<file path="config.mk">
export PLATFORM = sky130hd
export DESIGN_NAME = plc_top
export DESIGN_NICKNAME = d
export VERILOG_FILES = /design/src/rtl/plc_tick.v /design/src/rtl/plc_top.v
export VERILOG_INCLUDE_DIRS = /design/src /design/src/rtl
export SDC_FILE = /design/constraint.sdc
export NUM_CORES = 1
export LEC_CHECK = 0
export ABC_AREA = 1
export BUFFER_PORTS_ARGS = -buffer_cell sky130_fd_sc_hd__buf_2
export CORE_MARGIN = 2
export CORE_UTILIZATION = 53
export DETAILED_ROUTE_END_ITERATION = 8
export MAX_ROUTING_LAYER = met4
export PLACE_DENSITY = 0.88
export RECOVER_POWER = 100
export REMOVE_ABC_BUFFERS = 1
export SLEW_MARGIN = 25
export SYNTH_ARGS = -nofsm -noshare
export SYNTH_HDL_FRONTEND = slang
export SYNTH_SLANG_ARGS = --single-unit
</file>
<file path="constraint.sdc">
create_clock -name pclk -period 2 [get_ports pclk]
set_input_delay 0.6 -clock pclk [delete_from_list [all_inputs] [get_ports pclk]]
set_output_delay 0.6 -clock pclk [all_outputs]
set_load 0.02 [all_outputs]
</file>
<file path="src/rtl/plc_map.vh">
`ifndef PLC_MAP_VH
`define PLC_MAP_VH

// register indices; the apb byte address is four times the index
`define PLC_IDX_PHY_CTRL 8'h19
`define PLC_IDX_TBT_CTRL 8'h1A
`define PLC_IDX_PHY_STAT 8'h10
`define PLC_IDX_IRQ_STAT 8'h20
`define PLC_IDX_IRQ_MASK 8'h21

// general control fields
`define PLC_LED_MODE_HI 6
`define PLC_LED_MODE_LO 5
`define PLC_STA_ADDR_HI 4
`define PLC_STA_ADDR_LO 0

// 10base-t control/status fields
`define PLC_TBT_FIXED0   15
`define PLC_TBT_SQ_HI    11
`define PLC_TBT_SQ_LO    9
`define PLC_TBT_LOOP_OFF 8
`define PLC_TBT_LP_OFF   7
`define PLC_TBT_FRC_LINK 6
`define PLC_TBT_POL_INV  5
`define PLC_TBT_POL_STAT 4
`define PLC_TBT_APOL_OFF 3
`define PLC_TBT_SIL_MSB  2
`define PLC_TBT_SQE_OFF  1
`define PLC_TBT_JAB_OFF  0
`define PLC_TBT_RESET    16'h0804
`define PLC_TBT_WMASK    16'h7FEF

// phy status fields
`define PLC_PST_POL  12
`define PLC_PST_DUP  2
`define PLC_PST_SPD  1
`define PLC_PST_LINK 0

// interrupt status / mask fields
`define PLC_IRQ_W    3
`define PLC_IRQ_POL  0
`define PLC_IRQ_LINK 1
`define PLC_IRQ_COL  2
`define PLC_IRQ_MASK_RESET 3'h0

// timing
`define PLC_CLK_NS        40
`define PLC_BLINK_HALF_NS 50000000
`define PLC_BLINK_CYC     (`PLC_BLINK_HALF_NS / `PLC_CLK_NS)
`define PLC_BLINK_W       21

`endif

</file>
<file path="src/rtl/plc_tick.v">
`timescale 1ns/1ps
`default_nettype none

module plc_tick #(
	parameter integer COUNT = 1250000,
	parameter integer W     = 21
) (
	input  wire         pclk,
	input  wire         presetn,
	input  wire         en,
	output reg          tick
);

	// terminal count kept as an integer first, then cut to the counter width on purpose
	localparam integer LAST_I = COUNT - 1;
	localparam [W-1:0] LAST   = LAST_I[W-1:0];

	reg [W-1:0] cnt_q;

	// counter restarts whenever enable drops so every burst starts on a full phase
	always @(posedge pclk or negedge presetn) begin
		if (!presetn) begin
			cnt_q <= {W{1'b0}};
			tick  <= 1'b0;
		end else if (!en) begin
			cnt_q <= {W{1'b0}};
			tick  <= 1'b0;
		end else if (cnt_q == LAST) begin
			cnt_q <= {W{1'b0}};
			tick  <= 1'b1;
		end else begin
			cnt_q <= cnt_q + {{(W-1){1'b0}}, 1'b1};
			tick  <= 1'b0;
		end
	end

endmodule // plc_tick

`default_nettype wire

</file>
<file path="src/rtl/plc_top.v">
`timescale 1ns/1ps
`default_nettype none
`include "plc_map.vh"

module plc_top #(
	parameter integer BLINK_HALF = `PLC_BLINK_CYC
) (
	input  wire        pclk,
	input  wire        presetn,
	input  wire        psel,
	input  wire        penable,
	input  wire        pwrite,
	input  wire [11:0] paddr,
	input  wire [31:0] pwdata,
	output reg  [31:0] prdata,
	output reg         pready,
	output reg         pslverr,
	input  wire        mgmt_bcast,
	input  wire        strap_led_mode0,
	input  wire [4:0]  strap_station_addr,
	input  wire        link_good,
	input  wire        activity,
	input  wire        collision,
	input  wire        speed_100,
	input  wire        full_duplex,
	input  wire        pol_inverted_det,
	input  wire        basic_ctrl_loopback,
	input  wire        mac_side_link_override,
	input  wire        sd_cfg_silence_lsb,
	output reg         link_indicator,
	output reg         speed_indicator,
	output reg         activity_indicator,
	output reg  [4:0]  station_address_field,
	output reg  [2:0]  squelch_level,
	output reg         ten_mb_loopback_off,
	output reg         link_pulse_tx_en,
	output reg         ten_mb_link_forced,
	output reg         ten_mb_polarity_invert,
	output reg         auto_polarity_fix_en,
	output reg  [1:0]  silence_threshold,
	output reg         sqe_test_en,
	output reg         long_transmit_guard_en,
	output reg         irq
);

	// ------------------------------------------------------------------
	// state
	// ------------------------------------------------------------------
	reg  [1:0]             led_mode_select_q;
	reg  [4:0]             sta_addr_q;
	reg  [15:0]            tbt_q;
	reg                    pol_q;
	reg  [`PLC_IRQ_W-1:0]  irq_stat_q;
	reg  [`PLC_IRQ_W-1:0]  irq_mask_q;
	reg                    strap_done_q;
	reg                    blink_q;
	reg                    link_prev_q;
	reg                    col_prev_q;
	reg                    snap_pol_q;
	reg  [`PLC_IRQ_W-1:0]  snap_irq_q;

	reg  [31:0]            rd_val;
	reg  [`PLC_IRQ_W-1:0]  irq_stat_d;
	reg                    pol_d;
	reg                    link_ind_d;
	reg                    act_ind_d;

	wire        setup_ph = psel & ~penable;
	wire        done_ph  = psel & penable & pready;
	wire        wr_done  = done_ph & pwrite;
	wire        rd_done  = done_ph & ~pwrite;
	wire        in_page  = (paddr[11:10] == 2'h0);
	wire        hit_pcr  = in_page & (paddr[9:2] == `PLC_IDX_PHY_CTRL);
	wire        hit_tbt  = in_page & (paddr[9:2] == `PLC_IDX_TBT_CTRL);
	wire        hit_pst  = in_page & (paddr[9:2] == `PLC_IDX_PHY_STAT);
	wire        hit_ist  = in_page & (paddr[9:2] == `PLC_IDX_IRQ_STAT);
	wire        hit_imk  = in_page & (paddr[9:2] == `PLC_IDX_IRQ_MASK);
	wire        hit_any  = hit_pcr | hit_tbt | hit_pst | hit_ist | hit_imk;
	wire        link_eff = link_good | ten_mb_link_forced;
	wire        blink_tick;

	// ------------------------------------------------------------------
	// blink timer
	// ------------------------------------------------------------------
	// visible blink rate
	plc_tick #(
		.COUNT (BLINK_HALF),
		.W     (`PLC_BLINK_W)
	) u_blink (
		.pclk    (pclk),
		.presetn (presetn),
		.en      (activity),
		.tick    (blink_tick)
	);

	// ------------------------------------------------------------------
	// read mux
	// ------------------------------------------------------------------
	always @* begin
		rd_val = 32'h0000_0000;
		if (hit_pcr) begin
			rd_val[`PLC_LED_MODE_HI:`PLC_LED_MODE_LO] = led_mode_select_q;
			rd_val[`PLC_STA_ADDR_HI:`PLC_STA_ADDR_LO] = sta_addr_q;
		end else if (hit_tbt) begin
			rd_val[15:0] = tbt_q;
			rd_val[`PLC_TBT_FIXED0] = 1'b0;
			rd_val[`PLC_TBT_POL_STAT] = pol_q;
		end else if (hit_pst) begin
			rd_val[`PLC_PST_POL]  = pol_q;
			rd_val[`PLC_PST_DUP]  = full_duplex;
			rd_val[`PLC_PST_SPD]  = ~speed_100;
			rd_val[`PLC_PST_LINK] = link_eff;
		end else if (hit_ist) begin
			rd_val[`PLC_IRQ_W-1:0] = irq_stat_q;
		end else if (hit_imk) begin
			rd_val[`PLC_IRQ_W-1:0] = irq_mask_q;
		end
	end

	// ------------------------------------------------------------------
	// apb slave: no wait states, data and error sampled at setup
	// ------------------------------------------------------------------
	always @(posedge pclk or negedge presetn) begin
		if (!presetn) begin
			pready     <= 1'b0;
			pslverr    <= 1'b0;
			prdata     <= 32'h0000_0000;
			snap_pol_q <= 1'b0;
			snap_irq_q <= {`PLC_IRQ_W{1'b0}};
		end else begin
			pready <= setup_ph;
			if (setup_ph) begin
				pslverr <= ~hit_any;
				prdata  <= pwrite ? 32'h0000_0000 : rd_val;
				// only the bits software actually saw may be cleared later
				snap_pol_q <= ~pwrite & (hit_tbt | hit_pst) & pol_q;
				snap_irq_q <= (~pwrite & hit_ist) ? irq_stat_q : {`PLC_IRQ_W{1'b0}};
			end else if (done_ph) begin
				pslverr    <= 1'b0;
				snap_pol_q <= 1'b0;
				snap_irq_q <= {`PLC_IRQ_W{1'b0}};
			end
		end
	end

	// ------------------------------------------------------------------
	// control registers
	// ------------------------------------------------------------------
	always @(posedge pclk or negedge presetn) begin
		if (!presetn) begin
			strap_done_q      <= 1'b0;
			led_mode_select_q <= 2'h0;
			sta_addr_q        <= 5'h00;
			tbt_q             <= `PLC_TBT_RESET;
			irq_mask_q        <= `PLC_IRQ_MASK_RESET;
		end else if (!strap_done_q) begin
			// straps are caught on the first edge after release, never under reset
			strap_done_q         <= 1'b1;
			led_mode_select_q[0] <= strap_led_mode0;
			sta_addr_q           <= strap_station_addr;
		end else if (wr_done) begin
			if (hit_pcr) begin
				led_mode_select_q <= pwdata[`PLC_LED_MODE_HI:`PLC_LED_MODE_LO];
				if (!mgmt_bcast) begin
					sta_addr_q <= pwdata[`PLC_STA_ADDR_HI:`PLC_STA_ADDR_LO];
				end
			end
			if (hit_tbt) begin
				tbt_q <= pwdata[15:0] & `PLC_TBT_WMASK;
			end
			if (hit_imk) begin
				irq_mask_q <= pwdata[`PLC_IRQ_W-1:0];
			end
		end
	end

	// ------------------------------------------------------------------
	// polarity latch and interrupt status
	// ------------------------------------------------------------------
	always @* begin
		pol_d = pol_inverted_det | (pol_q & ~(rd_done & snap_pol_q));
		irq_stat_d = irq_stat_q & ~(rd_done ? snap_irq_q : {`PLC_IRQ_W{1'b0}});
		if (pol_inverted_det & ~pol_q) begin
			irq_stat_d[`PLC_IRQ_POL] = 1'b1;
		end
		if (link_eff != link_prev_q) begin
			irq_stat_d[`PLC_IRQ_LINK] = 1'b1;
		end
		if (collision & ~col_prev_q) begin
			irq_stat_d[`PLC_IRQ_COL] = 1'b1;
		end
	end

	always @(posedge pclk or negedge presetn) begin
		if (!presetn) begin
			pol_q       <= 1'b0;
			irq_stat_q  <= {`PLC_IRQ_W{1'b0}};
			link_prev_q <= 1'b0;
			col_prev_q  <= 1'b0;
			irq         <= 1'b0;
		end else begin
			pol_q       <= pol_d;
			irq_stat_q  <= irq_stat_d;
			link_prev_q <= link_eff;
			col_prev_q  <= collision;
			irq         <= |(irq_stat_d & irq_mask_q);
		end
	end

	// ------------------------------------------------------------------
	// led indicators
	// ------------------------------------------------------------------
	always @(posedge pclk or negedge presetn) begin
		if (!presetn) begin
			blink_q <= 1'b0;
		end else if (!activity) begin
			blink_q <= 1'b0;
		end else if (blink_tick) begin
			blink_q <= ~blink_q;
		end
	end

	always @* begin
		link_ind_d = link_eff;
		act_ind_d  = 1'b0;
		if (led_mode_select_q[0]) begin
			link_ind_d = link_eff;
			act_ind_d  = activity;
		end else if (!led_mode_select_q[1]) begin
			link_ind_d = link_eff & ~(activity & blink_q);
			act_ind_d  = collision;
		end else begin
			link_ind_d = link_eff & ~(activity & blink_q);
			act_ind_d  = full_duplex;
		end
	end

	always @(posedge pclk or negedge presetn) begin
		if (!presetn) begin
			link_indicator     <= 1'b0;
			speed_indicator    <= 1'b0;
			activity_indicator <= 1'b0;
		end else begin
			link_indicator     <= link_ind_d;
			speed_indicator    <= speed_100;
			activity_indicator <= act_ind_d;
		end
	end

	// ------------------------------------------------------------------
	// control outputs towards the transceiver
	// ------------------------------------------------------------------
	always @(posedge pclk or negedge presetn) begin
		if (!presetn) begin
			station_address_field  <= 5'h00;
			squelch_level          <= 3'h4;
			ten_mb_loopback_off    <= 1'b0;
			link_pulse_tx_en       <= 1'b1;
			ten_mb_link_forced     <= 1'b0;
			ten_mb_polarity_invert <= 1'b0;
			auto_polarity_fix_en   <= 1'b1;
			silence_threshold      <= 2'h2;
			sqe_test_en            <= 1'b0;
			long_transmit_guard_en <= 1'b0;
		end else begin
			station_address_field  <= sta_addr_q;
			squelch_level          <= tbt_q[`PLC_TBT_SQ_HI:`PLC_TBT_SQ_LO];
			ten_mb_loopback_off    <= tbt_q[`PLC_TBT_LOOP_OFF] | basic_ctrl_loopback;
			link_pulse_tx_en       <= ~tbt_q[`PLC_TBT_LP_OFF];
			ten_mb_link_forced     <= tbt_q[`PLC_TBT_FRC_LINK] | mac_side_link_override;
			ten_mb_polarity_invert <= tbt_q[`PLC_TBT_POL_INV];
			auto_polarity_fix_en   <= ~tbt_q[`PLC_TBT_APOL_OFF];
			silence_threshold      <= {tbt_q[`PLC_TBT_SIL_MSB], sd_cfg_silence_lsb};
			sqe_test_en            <= ~tbt_q[`PLC_TBT_SQE_OFF] & ~speed_100 & ~full_duplex;
			long_transmit_guard_en <= ~tbt_q[`PLC_TBT_JAB_OFF] & ~speed_100;
		end
	end

endmodule // plc_top

`default_nettype wire

</file>
Word level (Yosys, flattened, before mapping)
Index checks and enable logic that the tools add are counted. Widths: inputs -> output; s select.

Flip-flop bits (word level): 113. Input bits: 65. Output and inout bits: 55. Logic and storage cells: 137.

$add $sub $neg: 1. Eq/ne operators: 11. Multiplexer cells: 37. Bitwise operators: 48. Reduce and logical (&&, ||, !) cells: 8.

Operators with widths (count): $mux 21 (2); $eq 8x5->1 const B (3); $mux 3 (8); $and 1x1->1 (22); $add 21x1->21 const B (1); $eq 21x21->1 const B (1); $mux 5 (4); $mux 1 (18); $mux 9 (2); $eq 8x6->1 const B (2); $mux 16 (1); $not 1->1 (14); $reduce_and 3->1 (4); $or 1x1->1 (9); $mux 7 (1); $and 3x3->3 (2); $ne 2x1->1 const B (3); $not 3->3 (1); $reduce_or 3->1 (1); $logic_not 2->1 (1); $mux 2 (1); $ne 2x2->1 const B (1); $reduce_and 2->1 (1); $reduce_bool 2->1 (1); $ne 1x1->1 (1).

Longest topological paths before layout
Depth in word-level cells: 9. Depth in mapped cells: 10. Depth with buffers taken out: 10.

Cells and area by module
From an unflattened synthesis, not the netlist that was laid out.

Cell total of the unflattened synthesis: 542. Area, all modules: 4653.2 um^2.

By module, submodules not included: plc_top (times used 1, cells an instance 366, area an instance 3324.4 um^2, seq. area each 1859.3 um^2); plc_tick (times used 1, cells an instance 176, area an instance 1328.8 um^2, seq. area each 550.5 um^2).

Least setup slack after synthesis
Ideal clock, no wire load.

Kind: input to register. Start point: input port paddr[4]. End point: register tbt_q[3]. Data arrival time: 1.387 ns. Slack: 0.496 ns. Stages: 9. Buffers on the path: 1. Cell sequence: inv_1 > nand2_1 > nor2_4 > nand3_4 > inv_2 > nand2_2 > buf_6 > nand2_1 > nand2_1.

Longest elaborated chain between the ends: 3.

RTL lines: from (decl) (line plc_top.v:13) `input wire [11:0] paddr,`; $eq 8x5->1 (no source line); $and 1x1->1 (line plc_top.v:74) `` wire hit_tbt = in_page & (paddr[9:2] == `PLC_IDX_TBT_CTRL); ``; $reduce_and 3->1 (no source line); to (signal assigned) (line plc_top.v:154) `` tbt_q <= `PLC_TBT_RESET; ``; to (signal assigned) (line plc_top.v:169) `` tbt_q <= pwdata[15:0] & `PLC_TBT_WMASK; ``; to (decl) (line plc_top.v:51) `reg [15:0] tbt_q;`.

No other way between the ends. A chain may end at the register's enable or synchronous reset.

Worst setup path after layout
Start point: input port penable. End point: register prdata[3].

Longest elaborated chain between the ends: 2.

RTL lines: from (decl) (line plc_top.v:11) `input wire penable,`; $not 1->1 (line plc_top.v:68) `wire setup_ph = psel & ~penable;`; $and 1x1->1 (line plc_top.v:68); to (signal assigned) (line plc_top.v:134) `prdata <= pwrite ? 32'h0000_0000 : rd_val;`; to (decl) (line plc_top.v:15) `output reg [31:0] prdata,`.

No other way between the ends.

==> results_dict.tcl <==
set metrics [dict create \
    run_status "complete, no violations" \
    io_pins 120 \
    via_per_inst 5.24 \
    startpoint_type "primary input" \
    wl_per_cell_um 14.1 \
    maxCapViolCount 0 \
    ir_drop_v 0.000461 \
    dieArea_mm2 0.00937 \
    dp_hpwl_mm 7.80 \
    clk_path_buf_depth 2 \
    grt_overflow 0 \
    cts_tree "yes" \
    drt-initial-drc-count 256 \
    gp_congestion 0.944 \
    clk_latency_ns 0.36 \
    tns_ns 0 \
    final_cell_mix "nand2_1, dfrtp_1, inv_1" \
    grtUsageMet3_pct 4.77 \
    antenna_found_initial 0 \
    p_comb_share_pct 8.3 \
    rows 33 \
    diodes 0 \
    layout_commonest_cell "nand2_1" \
    htree_levels 3 \
    wl_mm 10.3 \
    vias 3834 \
    maxSlewHeadroom_pct 46.2 \
    holdBufCountCts 0 \
    syn_area_mm2 0.00456 \
    cp-end-kind "register" \
    start_util_pct 55.0 \
    post_dp_cell_area_mm2 0.00507 \
    firstDrtPassIters 5 \
    crit_path_max_fanout 10 \
    max_freq_mhz 565 \
    syn_inst 530 \
    post_cts_resized 0 \
    hold_class "in -> async" \
    cp.arrival_ns 2.05 \
    syn_avg_cell_area_um2 8.61 \
    rsz0062_at_grt "false" \
    worst_pin_slew_ns 0.807 \
    internal_power_uw 2570 \
    area_growth_pct 12.7 \
    crit_type "in -> reg" \
    layout-drive-gt1-share_pct 16.4 \
    post_synth_num_cell_types 39 \
    grt_first_pass_wirelength_mm 17.4 \
    drc_errors 0 \
    grt_usage_pct 23.3 \
    r2r_cells 8 \
    finalNonFillerCells 732 \
    skew_ns 0.00931 \
    switching_share_pct 26.9 \
    fp.dieW_um 96.8 \
    placed_cells 716 \
    synth_seq_area_share_pct 52.8 \
    p_seq_share_pct 57.2 \
    cts_setup_buffers 0 \
    grt_start_max_net_pins 37 \
    grt_util_met1_pct 29.6 \
    leakage_uw 0.00256 \
    hold_violations 0 \
    p_per_area_mw_per_mm2 684 \
    ys_ff_latch 96 \
    power.share.clock_pct 34.5 \
    final_nets 688 \
    cts.sinks 96 \
    cts-root-buf "clkbuf_8" \
    netSwitchingPower_uw 947 \
    postRouteAntennaNets 0 \
    fin_crit_ns 1.77 \
    io_buffers 83 \
    core_mm2 0.00830 \
    clk_pin_slew_ns 0.10 \
    grt_pass1_vias 3780 \
    final_area_mm2 0.00514 \
    busiest_layer "met2" \
    met2_usage_pct 38.1 \
    required_ns 2.28 \
    cts_buffers 9 \
    final_max_slew_viol_count 0 \
    yosysWarningCount 0 \
    fin_crit_sh_pct 88.5 \
    hold_slack_ns 0.310 \
    setup_violations 0 \
    die_h_um 96.8 \
]
## metrics by stage
stage | power, uW | worst slack [ns] | util [%]
detailed placement | 2360 | 0.193 | 61.1
global route | 3660 | 0.105 | 62.0
global placement | 2350 | 0.238 | 61.1
floorplan | 2200 | 0.305 | -
CTS | 3570 | 0.303 | 63.4
finish | 3520 | 0.229 | 62.0
## logic make-up (layout without fill, tap and decap cells)
family | after synthesis | in the layout | synth area share (%)
AND/OR/NAND/NOR | 273 | 273 | 28.4
buffers and inverters | 97 | 178 | 9.60
flip-flops | 96 | 96 | 52.8
AO/OA/AOI/OAI | 49 | 49 | 6.47
XOR/XNOR | 12 | 12 | 2.30
other | 2 | 18 | 0.165
adder cells (fa/ha/maj) | 1 | 1 | 0.274
## routing by layer
metal | vias up | wire [um]
met5 | - | 0
met4 | 0 | 231
met3 | 25 | 790
met2 | 197 | 5020
met1 | 1793 | 4290
li1 | 1819 | -
## cell type report
| class | count | area [um^2] |
|---|---|---|
| fillers | 728 | 3160 |
| flip-flops and latches | 96 | 2410 |
| multi-input cells | 353 | 1720 |
| repair buffers | 88 | 410 |
| inverters | 74 | 278 |
| clock buffers | 10 | 138 |
| well taps | 105 | 131 |
| clock inverters | 6 | 52.6 |
## cells in the mapped netlist
cell | number | area share (%)
or2_2 | 2 | 0.27
o31ai_1 | 1 | 0.16
nand2_1 | 123 | 10
nand3_1 | 43 | 4.7
o21bai_1 | 1 | 0.16
nand4_1 | 7 | 0.96
o211ai_1 | 3 | 0.49
inv_1 | 57 | 4.7
xor2_1 | 9 | 1.7
a22oi_1 | 2 | 0.33
nand2_2 | 9 | 1.2
clkbuf_1 | 3 | 0.25
dfrtp_1 | 90 | 49
o22ai_1 | 2 | 0.27
nor2_2 | 10 | 1.4
nand3_2 | 3 | 0.66
nor3_4 | 1 | 0.36
a21oi_1 | 4 | 0.44
nor3_1 | 10 | 1.1
ha_1 | 1 | 0.27
conb_1 | 2 | 0.16
o32ai_1 | 1 | 0.19
nand3_4 | 1 | 0.38
dfstp_2 | 6 | 3.5
o21ai_1 | 8 | 0.88
o21ai_0 | 20 | 2.2
buf_2 | 2 | 0.22
buf_4 | 17 | 2.8
a22o_1 | 7 | 1.3
buf_6 | 1 | 0.25
xnor2_1 | 3 | 0.58
inv_2 | 17 | 1.4
nor2_8 | 1 | 0.44
nor2_4 | 5 | 1.2
nor4_1 | 2 | 0.27
nor2_1 | 51 | 4.2
nor3_2 | 2 | 0.44
nand2_4 | 2 | 0.49
or2_0 | 1 | 0.14
## flip-flops by register name, indices dropped and copies added, names as in the netlist, 2 cells and up
signal                 cells
sta_addr_q                 5
station_address_field      5
silence_threshold          2
snap_irq_q                 3
led_mode_select_q          2
irq_mask_q                 3
irq_stat_q                 3
prdata                    15
u_blink.cnt_q             21
tbt_q                     14
squelch_level              3
## worst max-delay path, stage by stage
cell      delay, ns
buf_2          0.10
inv_1          0.06
nand2_1        0.10
nor2_2         0.16
inv_1          0.15
nor2_1         0.64
nand2_1        0.13
o211ai_1       0.12
## worst paths after layout
path                                            startpoint                                 end  slack [ns]
min in group pclk                       sd_cfg_silence_lsb      silence_threshold[0]$_DFF_PN0_        0.34
worst max-delay path                               penable               prdata[3]$_DFFE_PN0P_        0.23
worst max register to register  u_blink.cnt_q[0]$_DFF_PN0_         u_blink.cnt_q[20]$_DFF_PN0_        0.26
max in group asynchronous                          presetn              snap_pol_q$_DFFE_PN0P_        0.49
worst min-delay path                               presetn          u_blink.cnt_q[7]$_DFF_PN0_        0.31
worst min register to register   sta_addr_q[2]$_DFFE_PN0P_  station_address_field[2]$_DFF_PN0_        0.39
## power by group through the flow
stage	clock network, uW	registers [uW]	logic (uW)
global placement	0	2050	305
detailed placement	0	2050	313
finish	1210	2010	292
CTS	1240	2010	314
global route	1310	2020	330
floorplan	0	2080	125
Note: power is estimated with default switching activity, not from simulation.
